==> config.mk <==
export PLATFORM = sky130hd
export DESIGN_NAME = gpt_top
export DESIGN_NICKNAME = d
export VERILOG_FILES = /design/src/gpt_pkg.sv /design/src/gpt_edge.sv /design/src/gpt_top.sv
export SDC_FILE = /design/constraint.sdc
export NUM_CORES = 1
export LEC_CHECK = 0
export BUFFER_PORTS_ARGS = -buffer_cell sky130_fd_sc_hd__buf_2
export CORE_ASPECT_RATIO = 0.8
export CORE_MARGIN = 2
export CORE_UTILIZATION = 25
export CTS_BUF_LIST = sky130_fd_sc_hd__clkbuf_8
export CTS_CLUSTER_SIZE = 14
export DETAILED_ROUTE_END_ITERATION = 8
export PLACE_DENSITY = 0.45
export SLEW_MARGIN = 20
export SYNTH_ARGS = -nofsm -noshare
export SYNTH_HDL_FRONTEND = slang
export SYNTH_SLANG_ARGS = --single-unit
export TNS_END_PERCENT = 1
==> constraint.sdc <==
create_clock -name pclk -period 4.9 [get_ports pclk]
set_input_delay 0.245 -clock pclk [delete_from_list [all_inputs] [get_ports pclk]]
set_output_delay 0.245 -clock pclk [all_outputs]
set_load 0.05 [all_outputs]
==> src/gpt_pkg.sv <==
package gpt_pkg;
   localparam int NTMR = 4;
   localparam int CW = 16;
   localparam int MODE_W = 8;
   localparam int STAT_W = 8;
   localparam int AW = 8;

   // per-timer block at timer index * 0x10
   localparam logic [3:0] MODE_OFS = 4'h0;
   localparam logic [3:0] REF_OFS = 4'h4;
   localparam logic [3:0] CAP_OFS = 4'h8;
   localparam logic [3:0] CNT_OFS = 4'hC;
   localparam logic [AW-1:0] CFG_OFS = 8'h40;
   localparam logic [AW-1:0] STAT_OFS = 8'h44;
   localparam logic [AW-1:0] MASK_OFS = 8'h48;

   // mode register fields
   localparam int EN_BIT = 0;
   localparam int SRC_LSB = 1;
   localparam int EDGE_LSB = 3;
   localparam int TOG_BIT = 5;
   localparam int GEN_BIT = 6;
   localparam int GRST_BIT = 7;
   // status / mask fields
   localparam int MATCH_LSB = 0;
   localparam int CAPT_LSB = 4;

   localparam logic [MODE_W-1:0] MODE_RST = 8'h00;
   localparam logic [CW-1:0] REF_RST = 16'hFFFF;
   localparam logic [CW-1:0] CNT_RST = 16'h0000;
   localparam logic [CW-1:0] CNT_TOP = 16'hFFFF;
   localparam logic OUT_RST = 1'b1;
   localparam logic [1:0] CFG_RST = 2'h0;
   localparam logic [STAT_W-1:0] STAT_RST = 8'h00;

   // system clock divided by sixteen
   localparam int PRESCALE = 16;
   localparam logic [3:0] DIV_LAST = 4'(PRESCALE - 1);

   typedef enum logic [1:0] {
      SRC_CHAIN = 2'h0,
      SRC_SYS = 2'h1,
      SRC_DIV = 2'h2,
      SRC_PIN = 2'h3
   } gpt_src_t;

   typedef enum logic [1:0] {
      EDGE_NONE = 2'h0,
      EDGE_RISE = 2'h1,
      EDGE_FALL = 2'h2,
      EDGE_BOTH = 2'h3
   } gpt_edge_t;
endpackage

==> src/gpt_edge.sv <==
`timescale 1ns/1ps
`default_nettype none
module gpt_edge (
   input wire logic pclk,
   input wire logic presetn,
   input wire logic pin,
   input wire gpt_pkg::gpt_edge_t edge_sel,
   output logic rise,
   output logic fall,
   output logic hit
);
   import gpt_pkg::*;

   logic prev_ff, nxt_prev;
   logic armed_ff, nxt_armed;

   // armed keeps a pin already high at reset from looking like an edge
   always_comb begin
      nxt_prev = pin;
      nxt_armed = 1'b1;
   end

   always_ff @(posedge pclk or negedge presetn) begin
      if (!presetn) begin
         prev_ff <= 1'b0;
         armed_ff <= 1'b0;
      end else begin
         prev_ff <= nxt_prev;
         armed_ff <= nxt_armed;
      end
   end

   assign rise = armed_ff && pin && !prev_ff;
   assign fall = armed_ff && !pin && prev_ff;

   always_comb begin
      case (edge_sel)
         EDGE_RISE: hit = rise;
         EDGE_FALL: hit = fall;
         EDGE_BOTH: hit = rise || fall;
         default: hit = 1'b0;
      endcase
   end
endmodule
`default_nettype wire

==> src/gpt_top.sv <==
// What this block does
// (RL1) each timer counts one chosen source: other timer, clock, clock/16, pin
// (RL2) four external input pins, one per timer, for counting or capture
// (RL3) capture fires on rising, falling or both edges of the input
// (RL4) count reaching the reference drives an event on the timer's pin
// (RL5) that event is a one-cycle low pulse or a toggle of the pin
// (RL6) a timer's output can feed its neighbour, forming one 32-bit timer
// (RL7) gate a drives timers one and two, gate b three and four
// (RL8) uncascaded timers hold a 16-bit count and 16-bit reference
//
// Our own choices: the register addresses and the APB register port.
`timescale 1ns/1ps
`default_nettype none
module gpt_top (
   input wire logic pclk,
   input wire logic presetn,
   input wire logic [gpt_pkg::AW-1:0] paddr,
   input wire logic psel,
   input wire logic penable,
   input wire logic pwrite,
   input wire logic [31:0] pwdata,
   output logic [31:0] prdata,
   output logic pready,
   output logic pslverr,
   input wire logic [gpt_pkg::NTMR-1:0] timer_ext_in,
   input wire logic timer_gate_a,
   input wire logic timer_gate_b,
   output logic [gpt_pkg::NTMR-1:0] timer_match_out,
   output logic irq
);
   import gpt_pkg::*;

   logic [MODE_W-1:0] mode_ff [NTMR];
   logic [MODE_W-1:0] nxt_mode [NTMR];
   logic [CW-1:0] ref_ff [NTMR];
   logic [CW-1:0] nxt_ref [NTMR];
   logic [CW-1:0] cnt_ff [NTMR];
   logic [CW-1:0] nxt_cnt [NTMR];
   logic [CW-1:0] cap_ff [NTMR];
   logic [CW-1:0] nxt_cap [NTMR];
   logic [NTMR-1:0] out_ff, nxt_out;
   logic [NTMR-1:0] mq_ff, nxt_mq;
   logic [1:0] cfg_ff, nxt_cfg;
   logic [STAT_W-1:0] stat_ff, nxt_stat, mask_ff, nxt_mask;
   logic [31:0] prdata_ff, nxt_prdata;
   logic pslverr_ff, nxt_pslverr;
   logic [3:0] div_ff, nxt_div;
   logic div_tick;
   logic [NTMR-1:0] run, carry, mevt, clr, cap_evt, ext_rise;
   logic [1:0] pair_hit, gate_lvl, gate_rise;
   logic wr_en, setup;

   function automatic logic addr_is(input logic [AW-1:0] a,
                                    input logic [AW-1:0] ofs);
      return a[AW-1:2] == ofs[AW-1:2];
   endfunction

   function automatic logic [AW-1:0] tofs(input int i,
                                          input logic [3:0] ofs);
      return {2'b00, i[1:0], ofs};
   endfunction

   function automatic logic src_tick(input gpt_src_t s, input logic chain,
                                     input logic dtk, input logic pin);
      case (s)
         SRC_CHAIN: return chain;
         SRC_SYS: return 1'b1;
         SRC_DIV: return dtk;
         SRC_PIN: return pin;
         default: return 1'b0;
      endcase
   endfunction

   assign wr_en = psel && penable && pwrite;
   assign setup = psel && !penable;
   assign pready = 1'b1;
   assign prdata = prdata_ff;
   assign pslverr = pslverr_ff;
   assign timer_match_out = out_ff;
   assign irq = |(stat_ff & mask_ff);

   // shared prescaler keeps all clock/16 sources in step
   assign nxt_div = div_ff + 4'h1;
   assign div_tick = div_ff == DIV_LAST; // RL1

   assign gate_lvl = {timer_gate_b, timer_gate_a}; // RL7

   generate
      for (genvar gp = 0; gp < 2; gp++) begin : g_gate
         gpt_edge u_gate (
            .pclk(pclk),
            .presetn(presetn),
            .pin(gate_lvl[gp]),
            .edge_sel(EDGE_RISE),
            .rise(),
            .fall(),
            .hit(gate_rise[gp])
         );
         assign pair_hit[gp] = run[2*gp] && cnt_ff[2*gp] == ref_ff[2*gp]
            && cnt_ff[2*gp+1] == ref_ff[2*gp+1]; // RL6
      end

      for (genvar gi = 0; gi < NTMR; gi++) begin : g_tmr
         localparam int PREV = (gi + NTMR - 1) % NTMR;
         localparam int LOWI = gi - gi % 2;
         localparam int PAIR = gi / 2;
         logic casc, casc_hi, tk, gate_ok, restart, tog;

         gpt_edge u_in (
            .pclk(pclk),
            .presetn(presetn),
            .pin(timer_ext_in[gi]), // RL2
            .edge_sel(gpt_edge_t'(mode_ff[gi][EDGE_LSB +: 2])),
            .rise(ext_rise[gi]),
            .fall(),
            .hit(cap_evt[gi]) // RL3
         );

         assign casc = cfg_ff[PAIR];
         assign casc_hi = casc && (gi % 2 == 1);
         assign tog = mode_ff[gi][TOG_BIT];
         // chain source uses last cycle's match to avoid a loop of four
         assign tk = casc_hi ? carry[LOWI] :
            src_tick(gpt_src_t'(mode_ff[gi][SRC_LSB +: 2]), mq_ff[PREV],
                     div_tick, ext_rise[gi]); // RL1
         assign gate_ok = !mode_ff[gi][GEN_BIT] || gate_lvl[PAIR]; // RL7
         assign restart = mode_ff[gi][GEN_BIT] && mode_ff[gi][GRST_BIT]
            && gate_rise[PAIR]; // RL7
         assign run[gi] = mode_ff[gi][EN_BIT] && gate_ok && tk;
         assign carry[gi] = run[gi] && cnt_ff[gi] == CNT_TOP; // RL6
         assign mevt[gi] = casc ? (casc_hi && pair_hit[PAIR])
            : (run[gi] && cnt_ff[gi] == ref_ff[gi]); // RL4 RL8
         assign clr[gi] = restart || (casc ? pair_hit[PAIR] : mevt[gi]);

         always_comb begin
            nxt_cnt[gi] = cnt_ff[gi];
            if (clr[gi]) begin
               nxt_cnt[gi] = CNT_RST;
            end else if (run[gi]) begin
               nxt_cnt[gi] = cnt_ff[gi] + 16'h0001; // RL8
            end
            nxt_cap[gi] = cap_evt[gi] ? cnt_ff[gi] : cap_ff[gi]; // RL3
            nxt_mq[gi] = mevt[gi];
            // pulse mode idles high and drops for one clock
            if (mevt[gi]) begin
               nxt_out[gi] = tog ? !out_ff[gi] : 1'b0; // RL4 RL5
            end else begin
               nxt_out[gi] = tog ? out_ff[gi] : 1'b1; // RL5
            end
         end

         always_ff @(posedge pclk or negedge presetn) begin
            if (!presetn) begin
               cnt_ff[gi] <= CNT_RST;
               cap_ff[gi] <= CNT_RST;
               mode_ff[gi] <= MODE_RST;
               ref_ff[gi] <= REF_RST;
            end else begin
               cnt_ff[gi] <= nxt_cnt[gi];
               cap_ff[gi] <= nxt_cap[gi];
               mode_ff[gi] <= nxt_mode[gi];
               ref_ff[gi] <= nxt_ref[gi];
            end
         end
      end
   endgenerate

   // register file; read data is sampled in the setup cycle
   always_comb begin
      nxt_cfg = cfg_ff;
      nxt_mask = mask_ff;
      nxt_prdata = prdata_ff;
      nxt_pslverr = pslverr_ff;
      for (int i = 0; i < NTMR; i++) begin
         nxt_mode[i] = mode_ff[i];
         nxt_ref[i] = ref_ff[i];
         if (wr_en && addr_is(paddr, tofs(i, MODE_OFS))) begin
            nxt_mode[i] = pwdata[MODE_W-1:0];
         end
         if (wr_en && addr_is(paddr, tofs(i, REF_OFS))) begin
            nxt_ref[i] = pwdata[CW-1:0];
         end
      end
      if (wr_en && addr_is(paddr, CFG_OFS)) begin
         nxt_cfg = pwdata[1:0]; // RL6
      end
      if (wr_en && addr_is(paddr, MASK_OFS)) begin
         nxt_mask = pwdata[STAT_W-1:0];
      end
      // a new event in the clearing cycle survives the write
      nxt_stat = stat_ff;
      if (wr_en && addr_is(paddr, STAT_OFS)) begin
         nxt_stat = stat_ff & ~pwdata[STAT_W-1:0];
      end
      nxt_stat = nxt_stat | {cap_evt, mevt};
      if (setup) begin
         nxt_prdata = 32'h0000_0000;
         nxt_pslverr = 1'b1;
         for (int i = 0; i < NTMR; i++) begin
            if (addr_is(paddr, tofs(i, MODE_OFS))) begin
               nxt_prdata = 32'(mode_ff[i]);
               nxt_pslverr = 1'b0;
            end
            if (addr_is(paddr, tofs(i, REF_OFS))) begin
               nxt_prdata = 32'(ref_ff[i]);
               nxt_pslverr = 1'b0;
            end
            if (addr_is(paddr, tofs(i, CAP_OFS))) begin
               nxt_prdata = 32'(cap_ff[i]);
               nxt_pslverr = 1'b0;
            end
            if (addr_is(paddr, tofs(i, CNT_OFS))) begin
               nxt_prdata = 32'(cnt_ff[i]);
               nxt_pslverr = 1'b0;
            end
         end
         if (addr_is(paddr, CFG_OFS)) begin
            nxt_prdata = 32'(cfg_ff);
            nxt_pslverr = 1'b0;
         end
         if (addr_is(paddr, STAT_OFS)) begin
            nxt_prdata = 32'(stat_ff);
            nxt_pslverr = 1'b0;
         end
         if (addr_is(paddr, MASK_OFS)) begin
            nxt_prdata = 32'(mask_ff);
            nxt_pslverr = 1'b0;
         end
      end
   end

   always_ff @(posedge pclk or negedge presetn) begin
      if (!presetn) begin
         out_ff <= {NTMR{OUT_RST}};
         mq_ff <= '0;
         cfg_ff <= CFG_RST;
         stat_ff <= STAT_RST;
         mask_ff <= STAT_RST;
         prdata_ff <= 32'h0000_0000;
         pslverr_ff <= 1'b0;
         div_ff <= 4'h0;
      end else begin
         out_ff <= nxt_out;
         mq_ff <= nxt_mq;
         cfg_ff <= nxt_cfg;
         stat_ff <= nxt_stat;
         mask_ff <= nxt_mask;
         prdata_ff <= nxt_prdata;
         pslverr_ff <= nxt_pslverr;
         div_ff <= nxt_div;
      end
   end
endmodule
`default_nettype wire

==> results.sh, run 1 <==
export IMPL_cts_resized_gates=0
export IMPL_cp_slowest_cell="o21ai_2"
export IMPL_min_from="pwdata[5]"
export IMPL_drc=8
export IMPL_drtIter0Drc=1056
export IMPL_tightest_slew_ns=1.092
export IMPL_hold_path_class="input pin to flop"
export IMPL_clockBufferDepth=3
export IMPL_crit_buf_inv=0
export IMPL_end_kind="flop"
export IMPL_p_leak_nw=7.244
export IMPL_fin_ws_ns=1.739
export IMPL_p_int_w=0.003818
export IMPL_power_switching_w=0.001486
export IMPL_worstPathRequired_ns=5.36
export IMPL_switching_share_pct=28.01
export IMPL_fin_nets=1479
export IMPL_critPathKind="flop to flop"
export IMPL_fillers=6091
export IMPL_finalSetupViolations=0
export IMPL_critPathLaunchType="flop"
export IMPL_power_density_nw_per_um2=313.1
export IMPL_worst_path_largest_cell_delay_ns=0.69
export IMPL_io_pins=90
export IMPL_drv_slew=0
export IMPL_grt_pass1_wl_um=78120
export IMPL_die_width_um=276.1
export IMPL_final_common_cell="dfrtp_1"
export IMPL_grt_antenna_before_repair=1
export IMPL_via_count=11550
export IMPL_grt_max_degree=112
export IMPL_grt_usage_pct=16.94
export IMPL_regToRegEndpoint="cnt_ff[27]"
export IMPL_gp_congestion=0.8562
export IMPL_holdPathEnd="stat_ff[5]"
export IMPL_n_antenna_cell=0
export IMPL_netlist_area_um2=14810
export IMPL_chipHeight_um=221.7
export IMPL_netlist_instances=1376
export IMPL_fin_total_pwr_w=0.005304
export IMPL_critical_path_depth=7
export IMPL_design_area_um2=16940
export IMPL_drt_wl_total_um=52210
export IMPL_placementRows=79
export IMPL_p_clk_share_pct=43.6
export IMPL_placed_area_um2=15730
export IMPL_pre_cts_ws_ns=1.773
export IMPL_drtAntennaViolNets=0
export IMPL_grt_remaining_overflow=0
export IMPL_numCtsBuffers=49
export IMPL_grt_pass1_vias=11520
export IMPL_period_minus_slack_ns=3.161
export IMPL_hpwl_um=37600
export IMPL_ys_warn_count=0
export IMPL_relSlewSlack_pct=27.04
export IMPL_ir_drop_mv=0.1377
export IMPL_dr_pass1_iters=7
export IMPL_core_area_um2=58320
export IMPL_rsz0062_at_grt="no"
export IMPL_fin_crit_sh_pct=64.51
export IMPL_status="complete, but fails checks"
export IMPL_clkSlewWorstSetupHoldPaths_ns=0.06
export IMPL_tns_ns=0
export IMPL_p_comb_share_pct=9.6
export IMPL_dieArea_um2=61200
export IMPL_initial_core_util_pct=25.39
export IMPL_routedWlPerCell_um=23.39
export IMPL_hold_depth=4
export IMPL_root_buffer="clkbuf_8"
export IMPL_seqPwrFrac_pct=46.8
export IMPL_crit_chain="ha_1 > nand3_2 > o211ai_1 > nor2b_1 > nand3_1 > o21ai_2 > nor2_1"
export IMPL_clock_fmax_mhz=316.3
export IMPL_synth_edf_count=0
export IMPL_crit_fanout=16
export IMPL_yosysSeqAreaShare_pct=47.56
export IMPL_syn_avg_cell_area_um2=10.76
export IMPL_syn2layout_area_growth_pct=14.42
export IMPL_drive_above_1_share_pct=29.60
export IMPL_async_reset_ff_share_pct=100.0
export IMPL_final_cell_mix="dfrtp_1 (210), mux2_2 (171), nand2_1 (96)"
export IMPL_clock_sinks=278
export IMPL_violations="design-rule violations"
export IMPL_cts_tree="done"
export IMPL_arrival_ns=3.62
export IMPL_finalHoldViolations=0
export IMPL_cts_htree_levels=2
export IMPL_worstReg2RegStart="div_ff[0]"
export IMPL_hold_ws_ns=0.06940
export IMPL_synth_flop_cell="dfrtp_1"
export IMPL_path_delay_family="simple AND/OR/NAND/NOR gates"
export IMPL_synth_distinct_cells=81
export IMPL_finClkSkew_ns=0.02564
export IMPL_clk_insertion_delay_late_ns=0.62
export IMPL_port_buffers=54
export IMPL_worstRegToRegCells=7
export IMPL_viasPerCell=5.172
export IMPL_ys_ff_latch=278
export IMPL_max_cap_violations=0
export IMPL_rrSetupSlack_ns=1.74
==> what timing repair did <==
action	in CTS	in global routing
endpoints found under the setup margin	0	0
hold buffers	15	0
setup buffers	0	0
endpoints found under the hold margin	105	0
==> power by group through the flow <==
| stage | sequential [W] | clock [W] | combinational, W |
|---|---|---|---|
| 2_1_floorplan | 0.00252 | 0 | 0.000283 |
| 5_1_grt | 0.00249 | 0.00249 | 0.000551 |
| 4_1_cts | 0.00248 | 0.00237 | 0.000511 |
| 3_5_place_dp | 0.00252 | 0 | 0.000499 |
| 3_3_place_gp | 0.00252 | 0 | 0.000497 |
| 6_report | 0.00248 | 0.00231 | 0.000509 |
==> flip-flops by register name, summed over array words and instances (netlist names), 8 cells and up <==
register / count
stat_ff: 8
cap_ff: 64
prdata: 16
ref_ff: 64
mode_ff: 28
mask_ff: 8
cnt_ff: 64
==> cell usage after synthesis (6+ instances only) <==
master	n	area, um^2
a22o_1	9	78.83
nand2_1	96	360.4
clkbuf_1	41	153.9
inv_1	15	56.30
a221oi_1	14	122.6
mux2_2	171	1926
dfrtp_1	210	5255
nor3_1	11	55.05
nor2b_1	12	75.07
nor2_1	89	334.1
a21oi_1	69	345.3
a222oi_1	8	80.08
o22ai_1	19	118.9
o21ai_0	67	335.3
a21o_1	10	75.07
xor2_1	23	201.4
or3_1	27	168.9
nand3_1	40	200.2
and3_1	17	106.4
and2_1	6	37.54
a211oi_1	10	75.07
nand4_1	34	212.7
mux4_2	9	202.7
o221ai_1	10	87.58
buf_4	19	142.6
a221o_1	9	90.09
a22oi_1	7	52.55
buf_2	41	205.2
nand2b_1	10	62.56
nand4b_1	6	52.55
clkbuf_2	6	30.03
xnor2_1	81	709.4
dfstp_2	68	1787
==> worst reg2reg max path: stages, from the launching register on <==
cell and delay (ns):
dfrtp_1 0.37, ha_1 0.21, nand3_2 0.22, o211ai_1 0.52, nor2b_1 0.65, nand3_1 0.23, o21ai_2 0.69, nor2_1 0.13
==> area by class of cell <==
class	instances	area [um^2]	share of cell area, %
multi-input combinational	988	7221	42.62
sequential	278	7042	41.56
clock buffer	70	963.4	5.686
tap	769	962.2	5.679
timing repair buffer	90	600.6	3.545
clock inverter	21	93.84	0.5539
inverter	16	60.06	0.3545
==> logic make-up (layout without fill, tap and decap cells) <==
family | count (synthesis) | count (layout) | synth area share, %
multiplexers | 184 | 184 | 14.64
buffers and inverters | 126 | 197 | 4.124
adder cells (fa/ha/maj) | 5 | 5 | 0.4225
AND/OR/NAND/NOR | 392 | 392 | 14.19
flip-flops | 278 | 278 | 47.56
other | 2 | 18 | 0.05072
XOR/XNOR | 104 | 104 | 6.152
AO/OA/AOI/OAI | 285 | 285 | 12.86
==> worst max path at each step <==
stage	start	end	slack (ns)
finish	div_ff[0]	cnt_ff[27]	1.74
global route	div_ff[0]	cnt_ff[27]	1.51
CTS	div_ff[0]	cnt_ff[27]	1.77
detailed placement	div_ff[0]	cnt_ff[27]	1.77
global placement	paddr[2]	ref_ff[52]	1.89
floorplan	div_ff[0]	cnt_ff[38]	2.81
==> through the flow <==
step	utilization (%)	cells
floorplan	-	1392
global placement	26.97	2126
detailed placement	26.97	2126
CTS	29.04	2232
global route	29.05	2232
finish	29.05	2232
==> per-layer routing <==
| layer | share of wire (%) | track usage [%] | routed length, um | vias up |
|---|---|---|---|---|
| met1 | 50 | 25.60 | 26180 | 5939 |
| met5 | 0.025 | 0 | 13 | - |
| met2 | 40 | 23.68 | 21040 | 413 |
| met4 | 1.9 | 4.178 | 1010 | 2 |
| li1 | - | - | - | 5109 |
| met3 | 7.6 | 4.362 | 3973 | 82 |
Note: power is estimated with default switching activity, not from simulation.
==> run 2, diff against run 1 <==
ABC_AREA = 1   (was not set)
clock period = 3 ns   (was 4.9 ns; I/O delays follow)
==> results.sh, run 2 <==
export IMPL_switching_share_pct=29.43
export IMPL_routedWlPerCell_um=18.36
export IMPL_crit_buf_inv=0
export IMPL_ir_drop_mv=0.3122
export IMPL_period_minus_slack_ns=2.598
export IMPL_port_buffers=54
export IMPL_drtAntennaViolNets=0
export IMPL_initial_core_util_pct=25.35
export IMPL_core_area_um2=58220
export IMPL_netlist_instances=1861
export IMPL_rsz0062_at_grt="no"
export IMPL_syn2layout_area_growth_pct=16.61
export IMPL_max_cap_violations=0
export IMPL_arrival_ns=3.13
export IMPL_p_leak_nw=7.905
export IMPL_tns_ns=0
export IMPL_finalSetupViolations=0
export IMPL_final_core_util_pct=29.56
export IMPL_p_comb_share_pct=11.6
export IMPL_via_count=13000
export IMPL_finClkSkew_ns=0.02760
export IMPL_ys_warn_count=0
export IMPL_io_pins=90
export IMPL_grt_remaining_overflow=0
export IMPL_drive_above_1_share_pct=16.81
export IMPL_synth_edf_count=0
export IMPL_grt_max_degree=77
export IMPL_critPathLaunchType="flop"
export IMPL_fin_crit_sh_pct=86.61
export IMPL_hold_path_class="input pin to flop"
export IMPL_seqPwrFrac_pct=49.4
export IMPL_placed_area_um2=16100
export IMPL_gp_congestion=0.8652
export IMPL_hpwl_um=37840
export IMPL_crit_chain="ha_1 > nand3_1 > o21ai_1 > nand4_2 > nor2_2 > nand2_1 > nor3_2 > nand2_1 > nor2_2 > a21oi_1 > nor3_2"
export IMPL_path_delay_family="simple AND/OR/NAND/NOR gates"
export IMPL_critPathKind="flop to flop"
export IMPL_chipHeight_um=221.3
export IMPL_p_int_w=0.006265
export IMPL_end_kind="flop"
export IMPL_synth_flop_cell="dfrtp_1"
export IMPL_final_common_cell="nand2_1"
export IMPL_viasPerCell=4.678
export IMPL_cp_slowest_cell="o21ai_1"
export IMPL_final_cell_mix="nand2_1 (494), dfrtp_1 (210), inv_1 (184)"
export IMPL_yosys_area_top_type_share_pct=35.61
export IMPL_seqCellArea_um2=7042
export IMPL_p_clk_share_pct=39.1
export IMPL_netlist_area_um2=14760
export IMPL_power_density_nw_per_um2=515.9
export IMPL_clock_fmax_mhz=384.9
export IMPL_root_buffer="clkbuf_8"
export IMPL_drv_slew=0
export IMPL_clock_sinks=278
export IMPL_die_width_um=275.6
export IMPL_cts_htree_levels=2
export IMPL_grt_pass1_vias=12400
export IMPL_yosys_area_top_type="dfrtp_1"
export IMPL_ys_ff_latch=278
export IMPL_fillers=6249
export IMPL_grt_pass1_wl_um=78150
export IMPL_post_cts_buffers=0
export IMPL_clockBufferDepth=3
export IMPL_yosysSeqAreaShare_pct=47.72
export IMPL_relSlewSlack_pct=47.32
export IMPL_yosysMostFrequentCell="nand2_1"
export IMPL_grt_antenna_before_repair=2
export IMPL_tightest_slew_ns=0.7883
export IMPL_worstPathRequired_ns=3.53
export IMPL_dieArea_um2=61000
export IMPL_n_antenna_cell=0
export IMPL_design_area_um2=17210
export IMPL_drc=0
export IMPL_clk_insertion_delay_late_ns=0.63
export IMPL_synth_top_cells_by_count="nand2_1 (494), dfrtp_1 (210), o21ai_0 (162)"
export IMPL_grt_usage_pct=16.86
export IMPL_top_regs="cap_ff (64), cnt_ff (64), ref_ff (64)"
export IMPL_fin_nets=2026
export IMPL_syn_avg_cell_area_um2=7.929
export IMPL_power_switching_w=0.002613
export IMPL_numCtsBuffers=50
export IMPL_hold_ws_ns=0.04414
export IMPL_fin_total_pwr_w=0.008878
export IMPL_drtIter0Drc=1238
export IMPL_multiInputGateArea_um2=6689
export IMPL_finalHoldViolations=0
export IMPL_clkSlewWorstSetupHoldPaths_ns=0.06
export IMPL_status="finished clean"
export IMPL_worst_path_largest_cell_delay_ns=0.50
export IMPL_placementRows=79
export IMPL_yosys_top_cells_area="dfrtp_1 (36%), nand2_1 (13%), dfstp_2 (12%), o21ai_0 (5.5%), a21oi_1 (4.3%)"
export IMPL_crit_fanout=4
export IMPL_dr_pass1_iters=5
export IMPL_async_reset_ff_share_pct=100.0
export IMPL_drt_wl_total_um=51040
export IMPL_cts_tree="done"
export IMPL_synth_distinct_cells=62
run 2: changes by cell type in the layout (fill, tap and decap cells not counted), sizes merged, moves of 14 or more:
cell / delta
and3: -14
nand2: +410
nor3: +25
a21oi: +56
buf: +35
or3: -26
o21ai: +103
nand3: +43
nor2: +73
xor2: +19
inv: +177
xnor2: -51
mux2: -163
run 2: layout make-up:
type / instances / area share [%]
clock buffers: 60 / 4.799
repair buffers: 125 / 5.162
flip-flops and latches: 278 / 40.92
inverters: 177 / 3.890
clock inverters: 33 / 0.7635
multi-input cells: 1338 / 38.87
well taps: 769 / 5.591
run 2: timing repair:
action,CTS,global route
hold buffers,15,0
gates resized for setup,0,0
hold endpoints to repair,200,0
run 2: cells by family after synthesis:
group | Yosys count | synth area share [%]
other cells | 2 | 0.05089
flops | 278 | 47.72
buf+inv | 261 | 7.360
mux | 8 | 0.6105
compound gates | 367 | 13.74
simple gates | 868 | 25.83
fa+ha+maj | 5 | 0.4239
xor+xnor | 72 | 4.273
run 2: path summary, 6_finish.rpt:
kind / startpoint / endpoint / slack, ns / depth (start not counted)
max: div_ff[0] / cnt_ff[62] / 0.40 / 11
min: psel / prdata[4] / 0.04 / 5
max reg2reg: div_ff[0] / cnt_ff[62] / 0.40 / 11
min reg2reg: div_ff[0] / div_ff[0] / 0.47 / 1
max in group asynchronous: presetn / ref_ff[34] / 2.02 / 3
min in group asynchronous: presetn / cap_ff[26] / 0.11 / 2
run 2: power by group through the flow:
stage | registers, W | clock network (W) | logic [W]
2_1_floorplan | 0.00443 | 0 | 0.000612
3_3_place_gp | 0.00443 | 0 | 0.00100
3_5_place_dp | 0.00444 | 0 | 0.00102
4_1_cts | 0.00438 | 0.00361 | 0.00104
5_1_grt | 0.00442 | 0.00376 | 0.00117
6_report | 0.00438 | 0.00347 | 0.00103
run 2: tightest hold or removal path: stages:
cell and delay (ns):
buf_2 0.09, nand2_1 0.05, buf_4 0.22, nand2_1 0.09, nand2_1 0.04
run 2: metrics by stage:
step                      worst slack (ns)  std cells
after floorplan                      1.020       1877
after global placement              0.4226       2672
after detailed placement            0.4417       2672
after CTS                           0.4065       2780
after global routing                0.2597       2780
final                               0.4017       2780
run 2: layer usage:
layer  vias up  share of wire [%]  GRT usage (%)
li1       6306                  -              -
met1      6224                 53          27.48
met2       401                 38          22.10
met3        73                6.4          3.006
met4         0                2.1          4.255
met5         -                  0              0
